[src/hdl/stc_pkg.sv]
// constants shared by the serializer test and clock override control
package stc_pkg;
  // register offsets on the local control port
  localparam logic [7:0] STC_ADDR_ANALOG_PD  = 8'h27;
  localparam logic [7:0] STC_ADDR_INJECT     = 8'h2D;
  localparam logic [7:0] STC_ADDR_PLL_CLK    = 8'h35;
  // field positions
  localparam int STC_INJ_SINGLE_BIT  = 7;
  localparam int STC_INJ_COUNT_W     = 7;
  localparam int STC_PD_PLL_BIT      = 5;
  localparam int STC_PD_SEC_BIT      = 3;
  localparam int STC_CLK_STRAP_BIT   = 3;
  localparam int STC_CLK_EXT_BIT     = 1;
  localparam int STC_CLK_OSC_BIT     = 0;
  // reset values
  localparam logic [6:0] STC_INJ_COUNT_RST   = 7'h00;
  localparam logic       STC_OSC_SEL_RST     = 1'b1;
  localparam logic       STC_EXT_ROUTE_RST   = 1'b0;
  localparam logic [7:0] STC_READ_ZERO       = 8'h00;
  // recovery write sequence values
  localparam logic [7:0] STC_SEQ_FIRST       = 8'h28;
  localparam logic [7:0] STC_SEQ_SECOND      = 8'h20;
  localparam logic [7:0] STC_SEQ_THIRD       = 8'h00;
  // pll source encoding
  localparam logic [1:0] STC_SRC_PIXEL       = 2'h0;
  localparam logic [1:0] STC_SRC_EXT         = 2'h1;
  localparam logic [1:0] STC_SRC_OSC         = 2'h2;
  // timing
  localparam int STC_CLK_PERIOD_NS   = 100;
  localparam int STC_RESTART_NS      = 500;
  localparam int STC_RESTART_CYC     =
    (STC_RESTART_NS + STC_CLK_PERIOD_NS - 1) / STC_CLK_PERIOD_NS;
  localparam logic [3:0] STC_RESTART_CYC_W = 4'(STC_RESTART_CYC);
  // control port
  localparam logic [6:0] STC_DEV_ADDR_DEF    = 7'h5A;
  localparam logic [3:0] STC_BITS_PER_BYTE   = 4'h8;
  typedef enum logic [2:0] {
    STC_IDLE, STC_DEV, STC_PTR, STC_WDAT, STC_RDAT
  } stc_port_state_t;
endpackage

[src/hdl/stc_ctrl.sv]
// serializer test, clock override and power-up control registers
// Summary of operation
// top inject bit corrupts one normal frame
// count field injects exactly N self-test errors
// host sets count before enabling self-test
// receiver reads error total after self-test ends
// status bit shows external oscillator strap
// external route bit picks GPO clock or pixel
// oscillator select feeds internal oscillator when set
// system holds general output two low
// general output two waits 1.3 ms
// host sets mode override when strap unknown
// processor pin should drive power-down input
// recovery writes wait over 10 ms
// recovery writes 0x28, 0x20, 0x00 to power-down
// recovery writes local, back to back
// recovery sequence briefly restarts forward output
// software avoids reserved registers and fields
// power-down bits five and three stop PLL, clock
// power-down input low holds registers at reset
// inject bit reads one until frame sent
`timescale 1ns/1ps
module stc_ctrl import stc_pkg::*; #(
  parameter logic [6:0] DEV_ADDR = STC_DEV_ADDR_DEF
) (
  // clock, reset, enable
  input  wire logic       mclk_in,
  input  wire logic       rst_n_in,
  input  wire logic       ce_in,
  // power-up pins
  input  wire logic       powerdown_input_in,
  input  wire logic       ext_osc_strap_in,
  // local control port
  input  wire logic       scl_in,
  input  wire logic       sda_in,
  output logic            sda_out,
  output logic            sda_oe_out,
  // forward channel
  input  wire logic       frame_start_in,
  input  wire logic       selftest_active_in,
  input  wire logic       pll_source_override_in,
  output logic            frame_error_out,
  output logic [1:0]      pll_src_sel_out,
  output logic            pll_powerdown_out,
  output logic            secondary_clock_powerdown_out,
  output logic            fwd_restart_out
);
  logic       active;
  logic       ext_osc_strap_status;
  logic       inj_single;
  logic [6:0] selftest_error_count;
  logic       pll_internal_osc_select;
  logic       pll_external_route;
  logic       pd_pll;
  logic       pd_sec;
  logic       st_q;
  logic [6:0] burst_left;
  logic [1:0] seq_step;
  logic [3:0] restart_cnt;
  logic [7:0] ptr;
  logic [7:0] wr_data;
  logic       wr_pulse;
  logic [7:0] rd_data;
  logic       wr_inj;
  logic       wr_apd;
  logic       wr_clk;
  logic       single_fire;
  logic       burst_fire;
  logic       seq_done;

  stc_i2c_port #(.DEV_ADDR(DEV_ADDR)) u_port (
    .mclk_in      (mclk_in),
    .rst_n_in     (rst_n_in),
    .ce_in        (ce_in),
    .active_in    (active),
    .scl_in       (scl_in),
    .sda_in       (sda_in),
    .sda_out      (sda_out),
    .sda_oe_out   (sda_oe_out),
    .rd_data_in   (rd_data),
    .ptr_out      (ptr),
    .wr_data_out  (wr_data),
    .wr_pulse_out (wr_pulse)
  );

  assign wr_inj = wr_pulse && ptr == STC_ADDR_INJECT;
  assign wr_apd = wr_pulse && ptr == STC_ADDR_ANALOG_PD;
  assign wr_clk = wr_pulse && ptr == STC_ADDR_PLL_CLK;
  // single injection only outside self-test
  assign single_fire = frame_start_in && inj_single &&
                       !selftest_active_in;
  // first self-test cycle loads the count, so no frame counts there
  assign burst_fire = selftest_active_in && st_q && frame_start_in &&
                      burst_left != STC_INJ_COUNT_RST;
  assign seq_done = wr_apd && seq_step == 2'h2 &&
                    wr_data == STC_SEQ_THIRD;

  always_comb begin
    rd_data = STC_READ_ZERO;
    unique case (ptr)
      STC_ADDR_INJECT:
        rd_data = {inj_single, selftest_error_count};
      STC_ADDR_PLL_CLK: begin
        rd_data[STC_CLK_STRAP_BIT] = ext_osc_strap_status;
        rd_data[STC_CLK_EXT_BIT]   = pll_external_route;
        rd_data[STC_CLK_OSC_BIT]   = pll_internal_osc_select;
      end
      STC_ADDR_ANALOG_PD: begin
        rd_data[STC_PD_PLL_BIT] = pd_pll;
        rd_data[STC_PD_SEC_BIT] = pd_sec;
      end
      default: rd_data = STC_READ_ZERO;
    endcase
  end

  // strap caught synchronously on the rise of the power-down input
  always_ff @(posedge mclk_in or negedge rst_n_in) begin
    if (!rst_n_in) begin
      active               <= 1'b0;
      ext_osc_strap_status <= 1'b0;
    end else if (ce_in) begin
      active <= powerdown_input_in;
      if (!powerdown_input_in) ext_osc_strap_status <= 1'b0;
      else if (!active) ext_osc_strap_status <= ext_osc_strap_in;
    end
  end

  always_ff @(posedge mclk_in or negedge rst_n_in) begin
    if (!rst_n_in) begin
      inj_single              <= 1'b0;
      selftest_error_count    <= STC_INJ_COUNT_RST;
      pll_internal_osc_select <= STC_OSC_SEL_RST;
      pll_external_route      <= STC_EXT_ROUTE_RST;
      pd_pll                  <= 1'b0;
      pd_sec                  <= 1'b0;
    end else if (ce_in) begin
      if (!powerdown_input_in) begin
        inj_single              <= 1'b0;
        selftest_error_count    <= STC_INJ_COUNT_RST;
        pll_internal_osc_select <= STC_OSC_SEL_RST;
        pll_external_route      <= STC_EXT_ROUTE_RST;
        pd_pll                  <= 1'b0;
        pd_sec                  <= 1'b0;
      end else begin
        // a fresh write wins over the self-clear
        if (wr_inj) inj_single <= wr_data[STC_INJ_SINGLE_BIT];
        else if (single_fire) inj_single <= 1'b0;
        if (wr_inj) begin
          selftest_error_count <= wr_data[STC_INJ_COUNT_W-1:0];
        end
        if (wr_clk) begin
          pll_internal_osc_select <= wr_data[STC_CLK_OSC_BIT];
          pll_external_route      <= wr_data[STC_CLK_EXT_BIT];
        end
        if (wr_apd) begin
          pd_pll <= wr_data[STC_PD_PLL_BIT];
          pd_sec <= wr_data[STC_PD_SEC_BIT];
        end
      end
    end
  end

  // burst counter; a count written mid-test is only seen next run
  always_ff @(posedge mclk_in or negedge rst_n_in) begin
    if (!rst_n_in) begin
      st_q            <= 1'b0;
      burst_left      <= STC_INJ_COUNT_RST;
      frame_error_out <= 1'b0;
    end else if (ce_in) begin
      st_q <= selftest_active_in && active;
      if (selftest_active_in && !st_q) begin
        burst_left <= selftest_error_count;
      end else if (burst_fire) begin
        burst_left <= burst_left - 7'h01;
      end
      frame_error_out <= active && (single_fire || burst_fire);
    end
  end

  always_ff @(posedge mclk_in or negedge rst_n_in) begin
    if (!rst_n_in) begin
      pll_src_sel_out               <= STC_SRC_PIXEL;
      pll_powerdown_out             <= 1'b0;
      secondary_clock_powerdown_out <= 1'b0;
    end else if (ce_in) begin
      pll_powerdown_out             <= pd_pll;
      secondary_clock_powerdown_out <= pd_sec;
      if (!pll_source_override_in) begin
        pll_src_sel_out <= ext_osc_strap_status ? STC_SRC_EXT
                                                : STC_SRC_PIXEL;
      end else if (pll_internal_osc_select) begin
        pll_src_sel_out <= STC_SRC_OSC;
      end else begin
        pll_src_sel_out <= pll_external_route ? STC_SRC_EXT
                                              : STC_SRC_PIXEL;
      end
    end
  end

  // any other write between steps breaks the back-to-back sequence
  always_ff @(posedge mclk_in or negedge rst_n_in) begin
    if (!rst_n_in) begin
      seq_step        <= 2'h0;
      restart_cnt     <= 4'h0;
      fwd_restart_out <= 1'b0;
    end else if (ce_in) begin
      if (wr_pulse) begin
        if (wr_apd && wr_data == STC_SEQ_FIRST) seq_step <= 2'h1;
        else if (wr_apd && seq_step == 2'h1 && wr_data == STC_SEQ_SECOND)
          seq_step <= 2'h2;
        else seq_step <= 2'h0;
      end
      if (seq_done) begin
        restart_cnt     <= STC_RESTART_CYC_W;
        fwd_restart_out <= 1'b1;
      end else if (restart_cnt != 4'h0) begin
        restart_cnt     <= restart_cnt - 4'h1;
        fwd_restart_out <= restart_cnt != 4'h1;
      end
    end
  end

  single_inject_a : assert property (
    @(posedge mclk_in) disable iff (!rst_n_in)
    ce_in && active && single_fire |=> frame_error_out)
    else $error("single injection did not corrupt frame");

  inject_selfclear_a : assert property (
    @(posedge mclk_in) disable iff (!rst_n_in)
    ce_in && single_fire && !wr_inj |=> !inj_single)
    else $error("inject bit did not clear after frame");

  burst_count_a : assert property (
    @(posedge mclk_in) disable iff (!rst_n_in)
    ce_in && active && burst_fire |=>
      frame_error_out && burst_left == $past(burst_left) - 7'h01)
    else $error("burst injection miscounted");

  burst_zero_a : assert property (
    @(posedge mclk_in) disable iff (!rst_n_in)
    ce_in && selftest_active_in && st_q &&
      burst_left == STC_INJ_COUNT_RST |=> !frame_error_out)
    else $error("error injected with zero remaining");

  strap_capture_a : assert property (
    @(posedge mclk_in) disable iff (!rst_n_in)
    ce_in && powerdown_input_in && !active |=>
      ext_osc_strap_status == $past(ext_osc_strap_in))
    else $error("strap status not captured at power-up");

  pll_route_a : assert property (
    @(posedge mclk_in) disable iff (!rst_n_in)
    ce_in && pll_source_override_in && !pll_internal_osc_select |=>
      pll_src_sel_out == ($past(pll_external_route) ? STC_SRC_EXT
                                                    : STC_SRC_PIXEL))
    else $error("pll source wrong for external route");

  pll_osc_a : assert property (
    @(posedge mclk_in) disable iff (!rst_n_in)
    ce_in && pll_source_override_in && pll_internal_osc_select |=>
      pll_src_sel_out == STC_SRC_OSC)
    else $error("internal oscillator not selected");

  analog_pd_a : assert property (
    @(posedge mclk_in) disable iff (!rst_n_in)
    ce_in && wr_apd && powerdown_input_in |=> ##1 ce_in |->
      pll_powerdown_out == $past(wr_data[STC_PD_PLL_BIT], 2))
    else $error("pll power-down does not follow register");

  restart_pulse_a : assert property (
    @(posedge mclk_in) disable iff (!rst_n_in)
    ce_in && seq_done |=> fwd_restart_out [*5])
    else $error("recovery restart pulse too short");

  powerdown_hold_a : assert property (
    @(posedge mclk_in) disable iff (!rst_n_in)
    ce_in && !powerdown_input_in |=>
      !inj_single && pll_internal_osc_select && !pd_pll)
    else $error("registers not held at reset in power-down");
endmodule

[src/hdl/stc_i2c_port.sv]
// local two-wire register port: pointer, write and read with auto-increment
`timescale 1ns/1ps
module stc_i2c_port import stc_pkg::*; #(
  parameter logic [6:0] DEV_ADDR = STC_DEV_ADDR_DEF
) (
  // clock and reset
  input  wire logic       mclk_in,
  input  wire logic       rst_n_in,
  input  wire logic       ce_in,
  input  wire logic       active_in,
  // two-wire pins
  input  wire logic       scl_in,
  input  wire logic       sda_in,
  output logic            sda_out,
  output logic            sda_oe_out,
  // register side
  input  wire logic [7:0] rd_data_in,
  output logic [7:0]      ptr_out,
  output logic [7:0]      wr_data_out,
  output logic            wr_pulse_out
);
  stc_port_state_t state;
  logic [3:0]      cnt;
  logic [7:0]      shift;
  logic [7:0]      tx;
  logic            scl_q;
  logic            sda_q;
  logic            scl_rise;
  logic            scl_fall;
  logic            start_c;
  logic            stop_c;

  // pins are already synchronous, so plain edge detect on one stage
  assign scl_rise = scl_in & ~scl_q;
  assign scl_fall = ~scl_in & scl_q;
  assign start_c  = scl_in & scl_q & sda_q & ~sda_in;
  assign stop_c   = scl_in & scl_q & ~sda_q & sda_in;

  always_ff @(posedge mclk_in or negedge rst_n_in) begin
    if (!rst_n_in) begin
      scl_q <= 1'b1;
      sda_q <= 1'b1;
    end else if (ce_in) begin
      scl_q <= scl_in;
      sda_q <= sda_in;
    end
  end

  always_ff @(posedge mclk_in or negedge rst_n_in) begin
    if (!rst_n_in) begin
      state        <= STC_IDLE;
      cnt          <= 4'h0;
      shift        <= 8'h00;
      tx           <= 8'h00;
      ptr_out      <= 8'h00;
      wr_data_out  <= 8'h00;
      wr_pulse_out <= 1'b0;
      sda_oe_out   <= 1'b0;
      sda_out      <= 1'b0;
    end else if (ce_in) begin
      wr_pulse_out <= 1'b0;
      sda_out      <= 1'b0;
      // step only after the byte has landed at the old pointer
      if (wr_pulse_out) ptr_out <= ptr_out + 8'h01;
      if (!active_in) begin
        state      <= STC_IDLE;
        ptr_out    <= 8'h00;
        sda_oe_out <= 1'b0;
      end else if (start_c) begin
        state      <= STC_DEV;
        cnt        <= 4'h0;
        sda_oe_out <= 1'b0;
      end else if (stop_c) begin
        state      <= STC_IDLE;
        sda_oe_out <= 1'b0;
      end else if (scl_rise) begin
        if (cnt < STC_BITS_PER_BYTE) begin
          shift <= {shift[6:0], sda_in};
          cnt   <= cnt + 4'h1;
        end else begin
          cnt <= 4'h0;
          if (state == STC_RDAT) begin
            // master nack ends the read burst
            // our own address ack is no data ack, so no step there
            if (sda_in) state <= STC_IDLE;
            else if (!sda_oe_out) ptr_out <= ptr_out + 8'h01;
          end
        end
      end else if (scl_fall) begin
        if (cnt == STC_BITS_PER_BYTE) begin
          sda_oe_out <= 1'b0;
          unique case (state)
            STC_DEV: begin
              if (shift[7:1] == DEV_ADDR) begin
                sda_oe_out <= 1'b1;
                state      <= shift[0] ? STC_RDAT : STC_PTR;
              end else begin
                state <= STC_IDLE;
              end
            end
            STC_PTR: begin
              ptr_out    <= shift;
              sda_oe_out <= 1'b1;
              state      <= STC_WDAT;
            end
            STC_WDAT: begin
              wr_data_out  <= shift;
              wr_pulse_out <= 1'b1;
              sda_oe_out   <= 1'b1;
            end
            STC_IDLE, STC_RDAT: ;
          endcase
        end else if (state == STC_RDAT) begin
          if (cnt == 4'h0) begin
            tx         <= {rd_data_in[6:0], 1'b0};
            sda_oe_out <= ~rd_data_in[7];
          end else begin
            tx         <= {tx[6:0], 1'b0};
            sda_oe_out <= ~tx[7];
          end
        end else if (cnt == 4'h0) begin
          sda_oe_out <= 1'b0;
        end
      end
    end
  end
endmodule

[config.mk]
export PLATFORM = sky130hd
export DESIGN_NAME = stc_ctrl
export DESIGN_NICKNAME = d
export VERILOG_FILES = /design/src/hdl/stc_pkg.sv /design/src/hdl/stc_ctrl.sv /design/src/hdl/stc_i2c_port.sv
export SDC_FILE = /design/constraint.sdc
export NUM_CORES = 1
export LEC_CHECK = 0
export ABC_AREA = 0
export BUFFER_PORTS_ARGS = -buffer_cell sky130_fd_sc_hd__clkbuf_2
export CAP_MARGIN = 30
export CORE_MARGIN = 2
export CORE_UTILIZATION = 30
export CTS_CLUSTER_DIAMETER = 60
export DETAILED_ROUTE_END_ITERATION = 16
export PLACE_DENSITY = 0.5
export SKIP_LAST_GASP = 1
export SYNTH_ARGS = -nofsm -noshare
export SYNTH_HDL_FRONTEND = slang
export SYNTH_SLANG_ARGS = --single-unit
[constraint.sdc]
create_clock -name mclk_in -period 2.3 [get_ports mclk_in]
set_input_delay 0.23 -clock mclk_in [delete_from_list [all_inputs] [get_ports mclk_in]]
set_output_delay 0.23 -clock mclk_in [all_outputs]
set_load 0.01 [all_outputs]
==> results.py, run 1 <==
metrics = {
    "timing": {
        "worst_slew_pin_slew_ns": 0.664,
        "setup_viol": 0,
        "tns_ns": 0,
        "fmaxAchievable_mhz": 466,
        "rsz0062_at_grt": "no",
        "timing.final.crit_share_pct": 93.3,
        "finalMaxSlewViolations": 0,
        "finalHoldViolCount": 0,
        "layout_min_cycle_time_ns": 2.15,
        "slew_headroom_pct": 55.1,
        "hold_slack_ns": 0.159,
        "clock_skew_ns": 0.00848,
    },
    "logic_synthesis": {
        "synth_warnings": 0,
        "async_flop_share_pct": 100,
        "yosys-top-cells-area": "dfrtp_1 (40%), o21ai_0 (5.2%), mux2_2 (4.2%)",
        "synth_top_family_by_area": "compound AO/OA/AOI/OAI gates",
        "synthAdderAreaFrac_pct": 2.76,
        "synth_top_area_share_pct": 40.3,
        "synthSimpleGateAreaFrac_pct": 21.2,
        "synth-compound-area-share_pct": 21.9,
        "synth-seq-cells": 76,
        "synth-edff-count": 0,
        "synth_cells": 486,
        "muxShareOfSynthArea_pct": 5.11,
        "syn_area_mm2": 0.00453,
        "synth-xor-area-share_pct": 1.74,
        "syn_nets": 506,
        "synth.distinct_cells": 72,
        "synth_top_area_cell": "dfrtp_1",
        "post_synth.cell_area_avg_um2": 9.32,
        "yosysSeqAreaShare_pct": 42.1,
        "ys.flop_type": "dfrtp_1",
    },
    "global_route": {
        "grt_pass1_vias": 3757,
        "gr-total-overflow": 0,
        "grt_usage_pct": 15.6,
        "grt_max_degree": 48,
        "grt_pass1_wl_um": 19800,
        "antenna_found_initial": 0,
    },
    "detailed_routing": {
        "wl_um": 12000,
        "routedWlPerCell_um": 17.3,
        "drc": 0,
        "vias": 3770,
        "ant_nets": 0,
        "drt-initial-drc-count": 263,
        "drtPass1Iterations": 5,
        "via_per_inst": 5.42,
    },
    "cts": {
        "clkTransAtPathRegs_ns": 0.06,
        "cts_tree": "done",
        "cts_buffer_depth": 2,
        "cts_root_buf": "clkbuf_16",
        "htreeDepth": 3,
        "numClockSinks": 76,
        "clock_latency_ns": 0.34,
        "numCtsBuffers": 9,
        "cts_resized": 0,
    },
    "status": {
        "outcome": "complete, no violations",
    },
    "cells_and_area": {
        "final_core_util_pct": 35.6,
        "area_growth_pct": 15.0,
        "finalNetCount": 527,
        "drive_above_1_share_pct": 17.6,
        "antenna_cells": 0,
    },
    "power": {
        "p_leak_uw": 0.00218,
        "ir_drop_v": 0.000319,
        "power.density_mw_per_mm2": 763,
    },
    "floorplanning": {
        "initial_core_util_pct": 30.9,
        "row_count": 44,
        "die_area_mm2": 0.0161,
        "die_h_um": 127,
        "die_x_um": 127,
        "coreArea_mm2": 0.0146,
        "ios": 18,
    },
    "worst_setup_path": {
        "path_depth": 7,
        "r2r_start": "u_port.cnt[0]$_DFFE_PN0P_",
        "crit_slowest_cell": "or3_1",
        "cpLargestDelayFamily": "simple AND/OR/NAND/NOR gates",
        "slowest_delay_ns": 0.63,
        "end_kind": "flip-flop",
        "r2r-end": "u_port.ptr_out[3]$_DFFE_PN0P_",
        "crit_chain": "inv_1 > ha_1 > nand4bb_4 > or3_1 > mux2i_1 > o21ai_0 > a22o_1",
        "crit_fanout": 12,
        "arrival_ns": 2.37,
        "cp-start-kind": "flip-flop",
        "endpoint": "u_port.ptr_out[3]$_DFFE_PN0P_",
        "worst_ep_required_time_ns": 2.52,
        "cp-startpoint": "u_port.cnt[0]$_DFFE_PN0P_",
        "path_buf_inv": 1,
        "path_class": "flip-flop to flip-flop",
        "worst_r2r_path_depth": 7,
        "r2r_slack_ns": 0.15,
    },
    "placement": {
        "io_buffer_count": 16,
        "hpwl_um": 8930,
        "routabilityCongestion": 0.832,
    },
    "min_path": {
        "hold_class": "input pin to flip-flop",
    },
    "run": {
        "cap_violations": 0,
    },
}
-- cells in the final DEF, fill, tap and decap left out, drive strengths merged, types with 13 or more instances in the layout --
master / n
dfrtp: 73
o21ai: 47
nand2: 47
nor2: 33
clkbuf: 26
inv: 23
buf: 22
nand3: 19
mux2: 17
a21oi: 17
a22oi: 16
nor3: 13
-- timing repair --
item	in CTS	in global routing
setup buffers	0	0
endpoints found under the hold margin	28	0
hold buffers	1	0
setup endpoints to repair	0	0
-- routing by layer --
metal	global-route usage, %	wire length, µm	vias up
li1	-	-	1826
met2	25.4	5600	74
met1	20.8	5740	1856
met4	5.17	207	0
met5	0	0	-
met3	3.16	465	14
-- layout make-up --
class	instances	area, µm²
Timing Repair Buffer	38	263
Inverter	25	93.8
Clock inverter	5	85.1
Tap cell	184	230
Clock buffer	11	243
Multi-Input combinational cell	357	2390
Sequential cell	76	1910
Fill cell	1521	9440
-- worst min path at each step --
| stage | from | end | cells past startpoint | slack, ns |
|---|---|---|---|---|
| global placement | rst_n_in | burst_left[1]$_DFFE_PN0P_ | 1 | 0.20 |
| global route | powerdown_input_in | pll_internal_osc_select$_DFFE_PN1P_ | 2 | 0.16 |
| detailed placement | rst_n_in | burst_left[1]$_DFFE_PN0P_ | 1 | 0.20 |
| floorplan | rst_n_in | active$_DFFE_PN0P_ | 0 | -0.07 |
| finish | frame_start_in | frame_error_out$_DFFE_PN0P_ | 3 | 0.16 |
| CTS | frame_start_in | frame_error_out$_DFFE_PN0P_ | 3 | 0.16 |
-- Yosys cell counts (3+ instances only) --
cell	n
dfrtp_1	73
o21ai_0	47
nand2_1	46
nor2_1	33
inv_1	23
nand3_1	18
a21oi_1	17
mux2_2	17
a22oi_1	16
clkbuf_1	13
nor3_1	13
and3_1	10
ha_1	10
o2bb2ai_1	10
nor2b_1	8
a22o_1	7
buf_2	7
a31oi_1	6
nand2b_1	6
o22ai_1	6
xnor2_1	6
o211ai_1	5
or3_1	5
and2_1	4
mux2i_1	4
nor4_1	4
and4_1	3
buf_1	3
dfstp_2	3
nand4_1	3
nor3b_1	3
o31ai_1	3
xor2_1	3
-- power breakdown --
part | total [µW] | internal, µW | switching (µW)
Combinational | 717 | 308 | 409
Clock | 1560 | 984 | 578
Sequential | 1690 | 1490 | 199
Total | 3970 | 2790 | 1190
-- sequential cells by signal, indices dropped and copies added, names as in the netlist, 2 cells and up --
signal and cells:
u_port.ptr_out 8, selftest_error_count 7, burst_left 7, seq_step 2, u_port.tx 7, u_port.state 3
pll_src_sel_out 2, u_port.cnt 4, restart_cnt 4, u_port.shift 8, u_port.wr_data_out 8
-- metrics by stage --
step	power (µW)	instances	cell area (µm²)	setup WS [ns]
after CTS	4020	696	5210	0.141
final	3970	696	5210	0.154
after floorplan	2140	486	4530	0.422
after global placement	2420	679	4870	0.212
after detailed placement	2440	679	4870	0.143
after global routing	4190	696	5210	0.0124
-- worst reg2reg max path: cells and delay by family (launching register included) --
family	cells	cell delay, ns
AO/OA/AOI/OAI	2	0.33
adder cells (fa/ha/maj)	1	0.20
buffers and inverters	1	0.09
flip-flops	1	0.41
multiplexers	1	0.24
AND/OR/NAND/NOR	2	0.78
-- kinds of logic after synthesis --
group | count (synthesis)
mux | 21
other cells | 1
simple gates | 174
compound gates | 142
xor+xnor | 9
flops | 76
buf+inv | 53
fa+ha+maj | 10
Power figures use the tool's default switching activity.
==> inputs of run 2 (changes only) <==
--- a/config.mk
+++ b/config.mk
@@ -12,6 +12,7 @@
 export CORE_UTILIZATION = 30
 export CTS_CLUSTER_DIAMETER = 60
 export DETAILED_ROUTE_END_ITERATION = 16
+export MAX_ROUTING_LAYER = met4
 export PLACE_DENSITY = 0.5
 export SKIP_LAST_GASP = 1
 export SYNTH_ARGS = -nofsm -noshare
==> run 2 against run 1 <==
Effect of this change: sequential share of layout area unchanged; clock skew about the same; first-iteration DRC count is 9.1% higher; combinational power about the same; via count about the same; worst setup slack about the same.
==> results.py, run 2 (synthesis results as in run 1) <==
metrics = {
    "timing": {
        "rsz0062_at_grt": "no",
        "worst_slew_pin_slew_ns": 0.704,
        "finalMaxSlewViolations": 0,
        "setup_viol": 0,
        "layout_min_cycle_time_ns": 2.15,
        "tns_ns": 0,
        "clock_skew_ns": 0.00864,
        "slew_headroom_pct": 52.6,
        "timing.final.crit_share_pct": 93.3,
        "finalHoldViolCount": 0,
        "fmaxAchievable_mhz": 466,
        "finalWorstSetupSlack_ns": 0.154,
    },
    "detailed_routing": {
        "vias": 3773,
        "drtPass1Iterations": 4,
        "routedWlPerCell_um": 17.3,
        "drt-initial-drc-count": 287,
        "wl_um": 12000,
        "ant_nets": 0,
        "via_per_inst": 5.42,
        "drc": 0,
    },
    "floorplanning": {
        "ios": 18,
        "initial_core_util_pct": 30.9,
        "die_area_mm2": 0.0161,
        "coreArea_mm2": 0.0146,
        "die_h_um": 127,
        "die_x_um": 127,
        "row_count": 44,
    },
    "worst_setup_path": {
        "cp-start-kind": "flip-flop",
        "crit_fanout": 12,
        "worst_r2r_path_depth": 7,
        "worst_ep_required_time_ns": 2.52,
        "end_kind": "flip-flop",
        "arrival_ns": 2.37,
        "path_class": "flip-flop to flip-flop",
    },
    "cells_and_area": {
        "mostFrequentLayoutCells": "dfrtp_1 (73), o21ai_0 (47), nand2_1 (46)",
        "drive_above_1_share_pct": 17.6,
        "final_common_cell": "dfrtp_1",
        "top_regs": "u_port.ptr_out x8, u_port.shift x8, u_port.wr_data_out x8",
        "antenna_cells": 0,
        "fillCellCount": 1521,
        "area_growth_pct": 15.0,
        "finalNetCount": 527,
    },
    "power": {
        "power.density_mw_per_mm2": 762,
        "p_leak_uw": 0.00218,
        "ir_drop_v": 0.000318,
    },
    "cts": {
        "clkTransAtPathRegs_ns": 0.06,
        "cts_tree": "done",
        "numClockSinks": 76,
        "postCtsSetupRepairBufs": 0,
        "cts_buffer_depth": 2,
        "cts_root_buf": "clkbuf_16",
        "numCtsBuffers": 9,
        "htreeDepth": 3,
        "cts.hold.buffers_added": 1,
        "cts_resized": 0,
        "clock_latency_ns": 0.34,
    },
    "placement": {
        "hpwl_um": 8930,
        "routabilityCongestion": 0.845,
        "dp_worst_setup_slack_ns": 0.143,
        "io_buffer_count": 16,
    },
    "global_route": {
        "gr-total-overflow": 0,
        "grt_pass1_vias": 3758,
        "grt_usage_pct": 16.1,
        "grt_max_degree": 48,
        "antenna_found_initial": 0,
        "grt_pass1_wl_um": 19800,
    },
    "run": {
        "cap_violations": 0,
    },
    "status": {
        "outcome": "complete, no violations",
    },
    "min_path": {
        "holdPathStages": 3,
        "hold_class": "input pin to flip-flop",
    },
}
-- run 2: cell counts in the layout (fill, tap and decap cells not counted) --
No cell type changed its count.
-- run 2: metal layers --
| metal | wire, µm | GRT usage [%] | part of all wire [%] |
|---|---|---|---|
| met5 | 0 | - | 0 |
| met4 | 242 | 5.17 | 2.0 |
| met3 | 515 | 3.12 | 4.3 |
| met2 | 5560 | 25.1 | 46 |
| met1 | 5700 | 21.1 | 47 |
-- run 2: power breakdown --
group	switching [µW]	internal, µW
Clock	580	984
Sequential	199	1490
Combinational	405	308
-- run 2: area by class of cell --
| class | count | area [µm²] | area share (%) |
|---|---|---|---|
| clock inverters | 5 | 85.1 | 1.63 |
| repair buffers | 38 | 263 | 5.04 |
| inverters | 25 | 93.8 | 1.80 |
| flip-flops and latches | 76 | 1910 | 36.6 |
| clock buffers | 11 | 243 | 4.66 |
| well taps | 184 | 230 | 4.42 |
| multi-input cells | 357 | 2390 | 45.9 |
-- run 2: path summary, 6_finish.rpt --
path,startpoint,endpoint,slack [ns]
max in group asynchronous,rst_n_in,u_port.scl_q$_DFFE_PN1P_,1.29
hold reg to reg,u_port.tx[5]$_DFFE_PN0P_,u_port.tx[5]$_DFFE_PN0P_,0.49
hold / removal,frame_start_in,frame_error_out$_DFFE_PN0P_,0.16
setup reg to reg,u_port.cnt[0]$_DFFE_PN0P_,u_port.ptr_out[3]$_DFFE_PN0P_,0.15
setup / recovery,u_port.cnt[0]$_DFFE_PN0P_,u_port.ptr_out[3]$_DFFE_PN0P_,0.15
min in group asynchronous,rst_n_in,burst_left[1]$_DFFE_PN0P_,0.36
-- run 2: worst max-delay path: stages, from the launching register on --
cell and delay (ns):
dfrtp_1 0.40, inv_1 0.09, ha_1 0.20, nand4bb_4 0.15, or3_1 0.63, mux2i_1 0.23, o21ai_0 0.10, a22o_1 0.23
-- run 2: stage by stage --
stage | cell area (µm²) | hold WS (ns) | util (%) | power [µW] | std cells
detailed placement | 4870 | 0.196 | 33.3 | 2440 | 679
global route | 5210 | 0.161 | 35.6 | 4190 | 696
CTS | 5210 | 0.156 | 35.6 | 4020 | 696
floorplan | 4530 | -0.0656 | - | 2140 | 486
global placement | 4870 | 0.197 | 33.3 | 2420 | 679
finish | 5210 | 0.159 | 35.6 | 3970 | 696
